`src/rtl/dlc_pkg.sv`:
```
// shared constants and types of the delay line controller
package dlc_pkg;
  localparam int unsigned CLK_HZ       = 20_000_000;
  localparam int unsigned CLK_NS       = 50;
  localparam int unsigned SAMPLE_NS    = 22900;
  localparam int unsigned SAMPLE_TICKS = SAMPLE_NS / CLK_NS;
  localparam int unsigned DISP_HZ      = 43;
  localparam int unsigned DISP_HALF_TICKS = CLK_HZ / (2 * DISP_HZ);
  localparam int unsigned REFRESH_NS   = 15600;
  localparam int unsigned REFRESH_CYC  = REFRESH_NS / CLK_NS;
  localparam int unsigned ACQ_TICKS    = 40;
  localparam int unsigned PLAY_TICKS   = 16;
  localparam int unsigned SETTLE_TICKS = 8;
  localparam int unsigned WORD_W       = 12;
  localparam int unsigned SLICE_W      = 3;
  localparam int unsigned PTR_W        = 14;
  localparam int unsigned ROW_W        = 7;
  localparam int unsigned GRP_W        = 2;
  localparam int unsigned DSTEP_W      = 6;
  localparam int unsigned DELAY_W      = 16;
  localparam logic [7:0] OFF_CTRL      = 8'h00;
  localparam logic [7:0] OFF_STAT      = 8'h04;
  localparam logic [7:0] OFF_DELAY     = 8'h08;
  localparam logic [7:0] OFF_SAMPLE    = 8'h0c;
  localparam int unsigned CTRL_FREEZE  = 0;
  localparam int unsigned CTRL_STRETCH = 1;
  localparam logic [1:0] CTRL_RST      = 2'h0;
  localparam int unsigned STAT_VALID   = 16;
  localparam int unsigned STAT_EDIT    = 17;
  localparam int unsigned STAT_PRESET  = 18;
  localparam int unsigned STAT_FREEZE  = 19;

  typedef enum logic [2:0] {
    ST_ACQ, ST_READ, ST_PLAY, ST_CONV, ST_WRITE, ST_IDLE
  } dlc_state_t;

  typedef struct packed {
    logic       comparator_in;
    logic       range_double_in;
    logic       delay_data_in;
    logic       delay_shift_in;
    logic       edit_mute_n;
    logic       preset_mute_n;
    logic [2:0] dram_din;
    logic [1:0] compand_din;
    logic [1:0] range_code_in;
  } dlc_pins_t;

  typedef struct packed {
    logic [3:0]       ras_n;
    logic [2:0]       cas_n;
    logic             we_n;
    logic [ROW_W-1:0] addr;
    logic [2:0]       dout;
  } dlc_dram_t;

  typedef struct packed {
    logic       compand_strobe;
    logic       we_n;
    logic [1:0] dout;
    logic [1:0] bank_offset_bits;
    logic [1:0] attn_sel;
  } dlc_comp_t;
endpackage

```
`src/rtl/dlc_top.sv`:
```
// delay line controller: pacing, sar conversion, dram store and playback
// How it works
// - conversion starts with msb set, cleared if high
// - kept bit stays, next lower bit tried
// - every decision is stored as the sample word
// - playback reads four 3-bit slices, shows twelve
// - range double doubles all timing except refresh
// - strobe period 22.9us, 45.8us when doubled
// - track while strobe high, hold while low
// - sample rate independent of delay setting
// - bus shows playback word, then trial pattern
// - delay arrives as serial 16-bit shifted word
// - row strobe fall latches row or refresh
// - row strobe selects group, data while column strobes low
// - freeze keeps cycling but blocks memory writes
// - display timebase of about 43 hz
// - group offset 0 to 3 on offset bits
// - range once per sample, slices msb first
// - range code captured as acquisition ends
// - groups used from first upward by delay
// - each cell group read first, then written
// - pointer wraps to first group at limit
//
// Implementation choices: the register addresses and the AHB-Lite slave port.
module dlc_top
  import dlc_pkg::*;
#(
  parameter int unsigned DISP_HALF = DISP_HALF_TICKS
)(
  input  wire logic              clk_sys,
  input  wire logic              rst,
  input  wire logic              hsel,
  input  wire logic [31:0]       haddr,
  input  wire logic [1:0]        htrans,
  input  wire logic              hwrite,
  input  wire logic [2:0]        hsize,
  input  wire logic [31:0]       hwdata,
  input  wire logic              hready,
  output logic                   hreadyout,
  output logic                   hresp,
  output logic [31:0]            hrdata,
  input  wire dlc_pins_t         pins_i,
  output logic                   sample_strobe,
  output logic [WORD_W-1:0]      parallel_converter_bus,
  output dlc_dram_t              dram_o,
  output dlc_comp_t              comp_o,
  output logic                   display_timebase,
  output logic                   playback_mute
);
  localparam int unsigned DISP_W = $clog2(DISP_HALF + 1);
  localparam int unsigned RF_W   = $clog2(REFRESH_CYC + 1);

  dlc_pins_t           meta_q;
  dlc_pins_t           pins_q;
  dlc_state_t          state_q;
  logic [1:0]          ctrl_q;
  logic [1:0]          pre_q;
  logic                tick;
  logic [9:0]          per_q;
  logic [3:0]          idx_q;
  logic [3:0]          tq_q;
  logic [1:0]          sl_q;
  logic [2:0]          mph_q;
  logic [WORD_W-1:0]   sar_q;
  logic [WORD_W-1:0]   last_q;
  logic [2:0][3:0]     buf_q;
  logic [PTR_W-1:0]    ptr_q;
  logic [PTR_W-1:0]    lim;
  logic                valid_q;
  logic [1:0]          rng_q;
  logic [RF_W-1:0]     rf_cnt_q;
  logic                rf_pend_q;
  logic [1:0]          rf_ph_q;
  logic [ROW_W-1:0]    rf_row_q;
  logic                rf_start;
  logic                freeze;
  logic                dbl;
  logic                str;
  logic                sh_prev_q;
  logic [DELAY_W-1:0]  sh_q;
  logic [3:0]          bcnt_q;
  logic [DELAY_W-1:0]  delay_q;
  logic [DISP_W-1:0]   disp_q;
  logic                ap_q;
  logic                ap_wr_q;
  logic [7:0]          ap_addr_q;
  dlc_dram_t           dram_d;
  dlc_comp_t           comp_d;
  logic [GRP_W-1:0]    grp;
  logic                mem_op;

  // pattern of the timing prescaler for the selected range
  function automatic logic [1:0] pre_lim(input logic d, input logic s);
    pre_lim = s ? 2'h2 : (d ? 2'h1 : 2'h0);
  endfunction

  // sar bit positions that close a 3-bit slice
  function automatic logic slice_end(input logic [3:0] i);
    slice_end = (i == 4'h9) || (i == 4'h6) || (i == 4'h3)
             || (i == 4'h0);
  endfunction

  // slice s of a word, msb slice first
  function automatic logic [2:0] slice_of(input logic [WORD_W-1:0] w,
                                         input logic [1:0] s);
    slice_of = w[4'(11 - 3 * s) -: 3];
  endfunction

  // three 4-bit buffers back into one word
  function automatic logic [WORD_W-1:0] assemble(
    input logic [2:0][3:0] b);
    logic [WORD_W-1:0] w;
    w = '0;
    for (int s = 0; s < 4; s++)
    begin
      for (int j = 0; j < 3; j++)
      begin
        w[9 - 3 * s + j] = b[j][3 - s];
      end
    end
    assemble = w;
  endfunction

  // pins cross into clk_sys
  always_ff @(posedge clk_sys)
  begin
    if (rst)
    begin
      meta_q <= '0;
      pins_q <= '0;
    end
    else
    begin
      meta_q <= pins_i;
      pins_q <= meta_q;
    end
  end

  assign freeze = ctrl_q[CTRL_FREEZE];
  assign str    = ctrl_q[CTRL_STRETCH];
  assign dbl    = pins_q.range_double_in;

  // sequence tick: every clock, 1 of 2 doubled, 2 of 3 stretched, 1 of 3 doubled and stretched
  always_comb
  begin
    if (dbl)
      tick = (pre_q == 2'h0);
    else if (str)
      tick = (pre_q != 2'h2);
    else
      tick = 1'b1;
  end

  always_ff @(posedge clk_sys)
  begin
    if (rst || pre_q >= pre_lim(dbl, str))
      pre_q <= 2'h0;
    else
      pre_q <= pre_q + 2'h1;
  end

  // sample period counts ticks only, never the delay setting
  always_ff @(posedge clk_sys)
  begin
    if (rst)
      per_q <= '0;
    else if (tick)
    begin
      if (per_q == 10'(SAMPLE_TICKS - 1))
        per_q <= '0;
      else
        per_q <= per_q + 10'h001;
    end
  end

  // refresh on its own clock count, not slowed by range double
  assign rf_start = rf_pend_q && rf_ph_q == 2'h0
                 && (state_q == ST_ACQ || state_q == ST_IDLE);

  always_ff @(posedge clk_sys)
  begin
    if (rst)
    begin
      rf_cnt_q  <= '0;
      rf_pend_q <= 1'b0;
      rf_ph_q   <= 2'h0;
      rf_row_q  <= '0;
    end
    else
    begin
      if (rf_cnt_q == RF_W'(REFRESH_CYC - 1))
        rf_cnt_q <= '0;
      else
        rf_cnt_q <= rf_cnt_q + RF_W'(1);
      rf_pend_q <= (rf_pend_q && !rf_start)
                || rf_cnt_q == RF_W'(REFRESH_CYC - 1);
      if (rf_start)
        rf_ph_q <= 2'h1;
      else if (rf_ph_q != 2'h0)
        rf_ph_q <= rf_ph_q + 2'h1;
      if (rf_ph_q == 2'h3)
        rf_row_q <= rf_row_q + ROW_W'(1);
    end
  end

  assign lim = {delay_q[DSTEP_W-1:0], {(PTR_W - DSTEP_W){1'b1}}};
  assign grp = ptr_q[PTR_W-1 -: GRP_W];

  // conversion and memory sequencer
  always_ff @(posedge clk_sys)
  begin
    if (rst)
    begin
      state_q <= ST_ACQ;
      idx_q   <= 4'hb;
      tq_q    <= 4'h0;
      sl_q    <= 2'h0;
      mph_q   <= 3'h0;
      sar_q   <= '0;
      last_q  <= '0;
      buf_q   <= '0;
      ptr_q   <= '0;
      valid_q <= 1'b0;
      rng_q   <= 2'h0;
    end
    else if (tick)
    begin
      unique case (state_q)
        ST_ACQ:
        begin
          if (per_q >= 10'(ACQ_TICKS - 1) && rf_ph_q == 2'h0
              && !rf_pend_q)
          begin
            if (!freeze)
              rng_q <= pins_q.range_code_in;
            state_q <= ST_READ;
            sl_q    <= 2'h0;
            mph_q   <= 3'h0;
          end
        end
        ST_READ:
        begin
          mph_q <= mph_q + 3'h1;
          if (mph_q == 3'h6)
          begin
            for (int j = 0; j < 3; j++)
            begin
              buf_q[j] <= {buf_q[j][2:0], pins_q.dram_din[j]};
            end
          end
          if (mph_q == 3'h7)
          begin
            sl_q <= sl_q + 2'h1;
            if (sl_q == 2'h3)
            begin
              state_q <= ST_PLAY;
              tq_q    <= 4'h0;
            end
          end
        end
        ST_PLAY:
        begin
          tq_q <= tq_q + 4'h1;
          if (tq_q == 4'(PLAY_TICKS - 1))
          begin
            state_q <= ST_CONV;
            tq_q    <= 4'h0;
            idx_q   <= 4'hb;
            sar_q   <= '0;
          end
        end
        ST_CONV:
        begin
          tq_q <= tq_q + 4'h1;
          if (tq_q == 4'h0)
            sar_q[idx_q] <= 1'b1;
          if (tq_q == 4'(SETTLE_TICKS - 1))
          begin
            tq_q <= 4'h0;
            if (pins_q.comparator_in)
              sar_q[idx_q] <= 1'b0;
            if (slice_end(idx_q))
            begin
              state_q <= ST_WRITE;
              mph_q   <= 3'h0;
            end
            else
              idx_q <= idx_q - 4'h1;
          end
        end
        ST_WRITE:
        begin
          mph_q <= mph_q + 3'h1;
          if (mph_q == 3'h7)
          begin
            sl_q <= sl_q + 2'h1;
            if (sl_q == 2'h3)
            begin
              state_q <= ST_IDLE;
              last_q  <= sar_q;
              if (ptr_q >= lim)
              begin
                ptr_q   <= '0;
                valid_q <= 1'b1;
              end
              else
                ptr_q <= ptr_q + PTR_W'(1);
            end
            else
            begin
              state_q <= ST_CONV;
              idx_q   <= idx_q - 4'h1;
            end
          end
        end
        ST_IDLE:
        begin
          if (per_q == 10'(SAMPLE_TICKS - 1))
            state_q <= ST_ACQ;
        end
      endcase
    end
  end

  assign mem_op = state_q == ST_READ || state_q == ST_WRITE;

  // dram and companding pin values, registered below
  always_comb
  begin
    dram_d        = '0;
    dram_d.ras_n  = 4'hf;
    dram_d.cas_n  = 3'h7;
    dram_d.we_n   = 1'b1;
    comp_d        = comp_o;
    comp_d.compand_strobe = 1'b0;
    comp_d.we_n   = 1'b1;
    comp_d.dout   = rng_q;
    comp_d.bank_offset_bits = grp;
    if (rf_ph_q == 2'h1 || rf_ph_q == 2'h2)
    begin
      dram_d.ras_n = 4'h0;
      dram_d.addr  = rf_row_q;
    end
    else if (mem_op)
    begin
      dram_d.addr = (mph_q == 3'h0) ? ptr_q[11:5]
                                    : {ptr_q[4:0], sl_q};
      if (mph_q != 3'h7)
        dram_d.ras_n[grp] = 1'b0;
      if (mph_q >= 3'h1 && mph_q <= 3'h5
          && !(state_q == ST_WRITE && freeze))
        dram_d.cas_n = 3'h0;
      if (state_q == ST_WRITE)
      begin
        dram_d.we_n = 1'b0;
        dram_d.dout = slice_of(sar_q, sl_q);
        if (sl_q == 2'h0 && mph_q >= 3'h1 && mph_q <= 3'h5
            && !freeze)
          comp_d.we_n = 1'b0;
      end
      else if (sl_q == 2'h0 && mph_q == 3'h6 && tick)
      begin
        comp_d.compand_strobe = 1'b1;
        comp_d.attn_sel = pins_q.compand_din;
      end
    end
  end

  // pin registers
  always_ff @(posedge clk_sys)
  begin
    if (rst)
    begin
      dram_o        <= '{ras_n: 4'hf, cas_n: 3'h7, we_n: 1'b1,
                         default: '0};
      comp_o        <= '{we_n: 1'b1, default: '0};
      sample_strobe <= 1'b0;
      playback_mute <= 1'b1;
    end
    else
    begin
      dram_o        <= dram_d;
      comp_o        <= comp_d;
      sample_strobe <= state_q == ST_ACQ && !freeze
                    && per_q < 10'(ACQ_TICKS);
      playback_mute <= !valid_q || !pins_q.edit_mute_n
                    || !pins_q.preset_mute_n;
    end
  end

  // converter bus: live trial or buffered playback word
  always_ff @(posedge clk_sys)
  begin
    if (rst)
      parallel_converter_bus <= '0;
    else if (state_q == ST_CONV || state_q == ST_WRITE)
      parallel_converter_bus <= sar_q;
    else if (state_q == ST_PLAY)
      parallel_converter_bus <= assemble(buf_q);
  end

  // serial delay word, msb first on shift rise
  always_ff @(posedge clk_sys)
  begin
    if (rst)
    begin
      sh_prev_q <= 1'b0;
      sh_q      <= '0;
      bcnt_q    <= 4'h0;
      delay_q   <= '0;
    end
    else
    begin
      sh_prev_q <= pins_q.delay_shift_in;
      if (!pins_q.edit_mute_n || !pins_q.preset_mute_n)
        bcnt_q <= 4'h0;
      else if (pins_q.delay_shift_in && !sh_prev_q)
      begin
        sh_q   <= {sh_q[DELAY_W-2:0], pins_q.delay_data_in};
        bcnt_q <= bcnt_q + 4'h1;
        if (bcnt_q == 4'hf)
          delay_q <= {sh_q[DELAY_W-2:0], pins_q.delay_data_in};
      end
    end
  end

  // display timebase, slowed with the sequence
  always_ff @(posedge clk_sys)
  begin
    if (rst)
    begin
      disp_q           <= '0;
      display_timebase <= 1'b0;
    end
    else if (tick)
    begin
      if (disp_q == DISP_W'(DISP_HALF - 1))
      begin
        disp_q           <= '0;
        display_timebase <= !display_timebase;
      end
      else
        disp_q <= disp_q + DISP_W'(1);
    end
  end

  // ahb-lite slave, one wait state per transfer
  always_ff @(posedge clk_sys)
  begin
    if (rst)
    begin
      ap_q      <= 1'b0;
      ap_wr_q   <= 1'b0;
      ap_addr_q <= 8'h00;
      hreadyout <= 1'b1;
      hresp     <= 1'b0;
      hrdata    <= '0;
      ctrl_q    <= CTRL_RST;
    end
    else if (ap_q)
    begin
      ap_q      <= 1'b0;
      hreadyout <= 1'b1;
      hrdata    <= '0;
      if (ap_wr_q && ap_addr_q == OFF_CTRL)
        ctrl_q <= hwdata[1:0];
      else if (!ap_wr_q)
      begin
        unique case (ap_addr_q)
          OFF_CTRL:   hrdata <= {30'h0, ctrl_q};
          OFF_STAT:   hrdata <= {12'h0, freeze,
                                 pins_q.preset_mute_n,
                                 pins_q.edit_mute_n, valid_q,
                                 2'h0, ptr_q};
          OFF_DELAY:  hrdata <= {16'h0, delay_q};
          OFF_SAMPLE: hrdata <= {20'h0, last_q};
          default:    hrdata <= '0;
        endcase
      end
    end
    else if (hsel && htrans[1] && hready)
    begin
      ap_q      <= 1'b1;
      ap_wr_q   <= hwrite;
      ap_addr_q <= {haddr[7:2], 2'h0};
      hreadyout <= 1'b0;
    end
  end
endmodule

```
`config.mk`:
```
export PLATFORM = sky130hd
export DESIGN_NAME = dlc_top
export DESIGN_NICKNAME = d
export VERILOG_FILES = /design/src/rtl/dlc_pkg.sv /design/src/rtl/dlc_top.sv
export SDC_FILE = /design/constraint.sdc
export NUM_CORES = 1
export LEC_CHECK = 0
export ABC_AREA = 1
export BUFFER_PORTS_ARGS = -buffer_cell sky130_fd_sc_hd__buf_2
export CAP_MARGIN = 20
export CORE_MARGIN = 3
export CORE_UTILIZATION = 59
export CTS_BUF_LIST = sky130_fd_sc_hd__clkbuf_8
export CTS_CLUSTER_DIAMETER = 40
export CTS_CLUSTER_SIZE = 40
export DETAILED_ROUTE_END_ITERATION = 16
export GPL_TIMING_DRIVEN = 0
export HOLD_SLACK_MARGIN = 0.03
export PLACE_DENSITY_LB_ADDON = 0.2
export SLEW_MARGIN = 20
export SYNTH_ARGS = -nofsm -noshare
export SYNTH_HDL_FRONTEND = slang
export SYNTH_SLANG_ARGS = --single-unit
```
`constraint.sdc`:
```
create_clock -name clk_sys -period 2.2 [get_ports clk_sys]
set_input_delay 0.11 -clock clk_sys [delete_from_list [all_inputs] [get_ports clk_sys]]
set_output_delay 0.11 -clock clk_sys [all_outputs]
set_load 0.02 [all_outputs]
```
==> results.md <==
* Die height at 143.9 um
* Final WL at 29660 um
* Power per cell area at 933.8 mW/mm^2
* CP most frequent cell: nor2_1
* Lkg Pwr at 5.491 nW
* CTS tree: done
* Post-Synth XOR/XNOR Area at 1.093%
* Most numerous cell in the Yosys netlist: nand2_1
* Seq/Total Area, Yosys at 44.59%
* Clock power share at 31.7%
* ANT nets after route at 0
* FF+latch count, synth at 250
* Post-Synth Simple-Gate Area at 24.37%
* Slew Limit Fails at 0
* Syn_area_per_cell at 7.312 um^2
* Ys flop type: dfxtp_1
* Fin crit period at 2048 ps
* Initial DRC count at 795
* Leading post-synthesis cells by cell area: dfxtp_1 (45%), nand2_1 (8.4%), nor2_1 (7.0%)
* Worst Path Required at 2620 ps
* Yosys warns at 0
* Layout area overhead at 15.94%
* Fin cells at 1949
* Rows at 49
* Initial antenna violation count at 0
* Met3 GRT Util at 4.892%
* Cell count after placement at 1863
* Multiplexer area fraction after synthesis at 0%
* Relative slew slack at 43.65%
* DR WL/cell at 15.22 um
* Crit start category: flip-flop
* GR Util All Layers at 28.33%
* Post-synth EDFFs at 0
* Met2 Resource Use GR at 48.24%
* Core Region at 0.01833 mm^2
* Top cell family by delay on the critical path: simple AND/OR/NAND/NOR gates
* Clk buf depth at 3
* Pre-CTS setup slack at -138.1 ps
* Number of global-route vias before repair at 9610
* Fraction of layout cells with a size suffix above 1 at 12.27%
* IO Port Bufs at 87
* Combinational fraction of design power at 27.1%
* Run status: finished clean
* First drt pass iteration count at 5
* Top cell type by total area after synthesis: dfxtp_1
* Setup_tns at 0 ps
* Hold crit path type: in -> reg
* Cell Area, Synth at 0.01122 mm^2
* Worst Skew at 27.85 ps
* Adder-Cell Fraction of Synth Area at 3.902%
* RePlAce Congestion at 0.9672
* DR DRC count at 0
* Full die area at 0.02071 mm^2
* Layout Utilization at 70.98%
* Flop2flop setup slack at 150 ps
* Slowest stage cell, crit path: dfxtp_1
* ANT cells at 0
* Die Span X at 143.9 um
* CP Max Fanout at 8
* Total gr overflow at 0
* CTS H-tree depth at 2
* Worst Path Buf+Inv at 3
* Max-cap viol count at 0
* Routed via count at 10560
* Final number of hold-violating endpoints at 0
* Fin crit share at 93.11%
* Distinct cell type count after synthesis at 54
* Largest net degree at the start of global routing at 15
* Synth Area in Compound Gates at 16.21%
* Most Crowded Layer GR: met2
* Nets at 1819
* Setup CP Type: reg -> reg
* Switching pwr at 4.371 mW
* Initial Util at 61.22%
* Worst VDD drop at 545.6 uV
* Root buf cell: clkbuf_8
* CP arrival at 2470 ps
* I/O pin count at 162
* Post-synth top cells: nand2_1 (251), dfxtp_1 (250), nor2_1 (208)
* Max Freq at 488.2 MHz
* Main combinational cell family by area after synthesis: simple AND/OR/NAND/NOR gates
* Slack of the critical path at 151.7 ps
* Worst Tran Pin Value at 845.2 ps
* Setup-failing EPs final at 0
* Reg clk slew, reported paths at 80 ps
* Fillers at 1541
* Post-synth top area share at 44.59%
* Met1 Track Usage GR at 36.42%
* Drt via density at 5.420
* Critical Path Sink Type: flip-flop
* First-pass GRT wire length at 47340 um
* Sw Ratio at 35.97%
* Seq pwr share at 41.2%
* Clk Latency, worst-skew pair at 550 ps
* P_int at 7.781 mW
* Synth Instances at 1535
* Async set-reset flop share out of synthesis at 0%
* Number of CTS-inserted buffers at 34
* Crit-path max cell delay at 330 ps
* WHS at 83.02 ps
* Critical-path cell list: inv_1 > ha_1 > nand2_1 > nor2_1 > nor2_4 > buf_4 > nand3_1 > nor2_1 > nor2_2 > inv_2 > nor3_1
* Post-DP HPWL at 21450 um
* TritonCTS Sinks at 250
sequential cells by signal, indices dropped and copies added, names as in the netlist, 6 cells and up:
register and count:
hrdata 20, disp_q 18, delay_q 16, dram_o 16
sh_q 15, ptr_q 14, meta_q 13, buf_q 12
last_q 12, parallel_converter_bus 12, pins_q 12, sar_q 12
per_q 10, rf_cnt_q 9, comp_o 8, rf_row_q 7
ap_addr_q 6
through the flow:
stage	area, um^2	total power, mW
3_5_place_dp	11990	8.302
5_1_grt	13010	12.84
4_1_cts	12980	12.15
6_report	13010	12.15
3_3_place_gp	11990	8.209
2_1_floorplan	11270	7.455
worst paths after layout:
kind / to / start / cells past startpoint
worst max-delay path: disp_q[13] / pre_q[0] / 11
worst min-delay path: ap_wr_q / hsel / 5
worst max register to register: disp_q[13] / pre_q[0] / 11
worst min register to register: pins_q[7] / meta_q[7] / 2
cell type report:
cell class                 count  area, um^2  share of cell area, %
multi-input combinational   1028        5181                  39.82
sequential                   250        5005                  38.46
inverter                     206       773.2                  5.942
timing repair buffer         114       698.2                  5.365
clock buffer                  40       550.5                  4.231
buffer                        63       326.6                  2.510
tap                          229       286.5                  2.202
clock inverter                19       191.4                  1.471
layout by cell type, fill, tap and decap left out, types with 10 or more instances in the layout:
cell type / n
a211oi_1: 10
a21oi_1: 138
buf_2: 95
buf_4: 18
clkbuf_1: 35
clkbuf_8: 40
conb_1: 13
dfxtp_1: 250
dlygate4sd3_1: 24
ha_1: 35
inv_1: 198
nand2_1: 250
nand3_1: 62
nand4_1: 30
nor2_1: 207
nor3_1: 31
o21ai_0: 151
xor2_1: 10
per-layer routing:
metal	part of all wire (%)	routed length (um)	vias to the layer above
met2	48	14270	371
met4	2.4	711	0
li1	-	-	5309
met1	43	12700	4825
met5	0	0	-
met3	6.7	1977	59
worst register-to-register path, delay by kind of cell (launching register included):
kind | cells | cell delay (ps)
adder cells (fa/ha/maj) | 1 | 200
buffers and inverters | 3 | 430
flip-flops | 1 | 330
AND/OR/NAND/NOR | 7 | 960
cell families (layout without fill, tap and decap cells):
logic type | Yosys count | after routing
DFF | 250 | 250
and+or+nand+nor | 627 | 627
AOI/OAI and AO/OA | 339 | 339
adders and majority gates | 35 | 35
xor gates and xnor gates | 14 | 14
buffers and inverters | 269 | 442
other | 1 | 13
power by group through the flow:
stage                     clock network (mW)  registers [mW]  logic, mW
final                                   3.85            5.00       3.30
after global routing                    4.11            5.04       3.69
after CTS                               3.90            5.00       3.25
after detailed placement                   0            5.11       3.20
after global placement                     0            5.09       3.12
after floorplan                            0            5.23       2.23
what timing repair did:
item	CTS	global route
endpoints found under the setup margin	10	37
gates resized for setup	1	7
hold endpoints to repair	23	0
buffers inserted	1	2
hold buffers	24	0
pin swaps	1	1
Power figures use the tool's default switching activity.
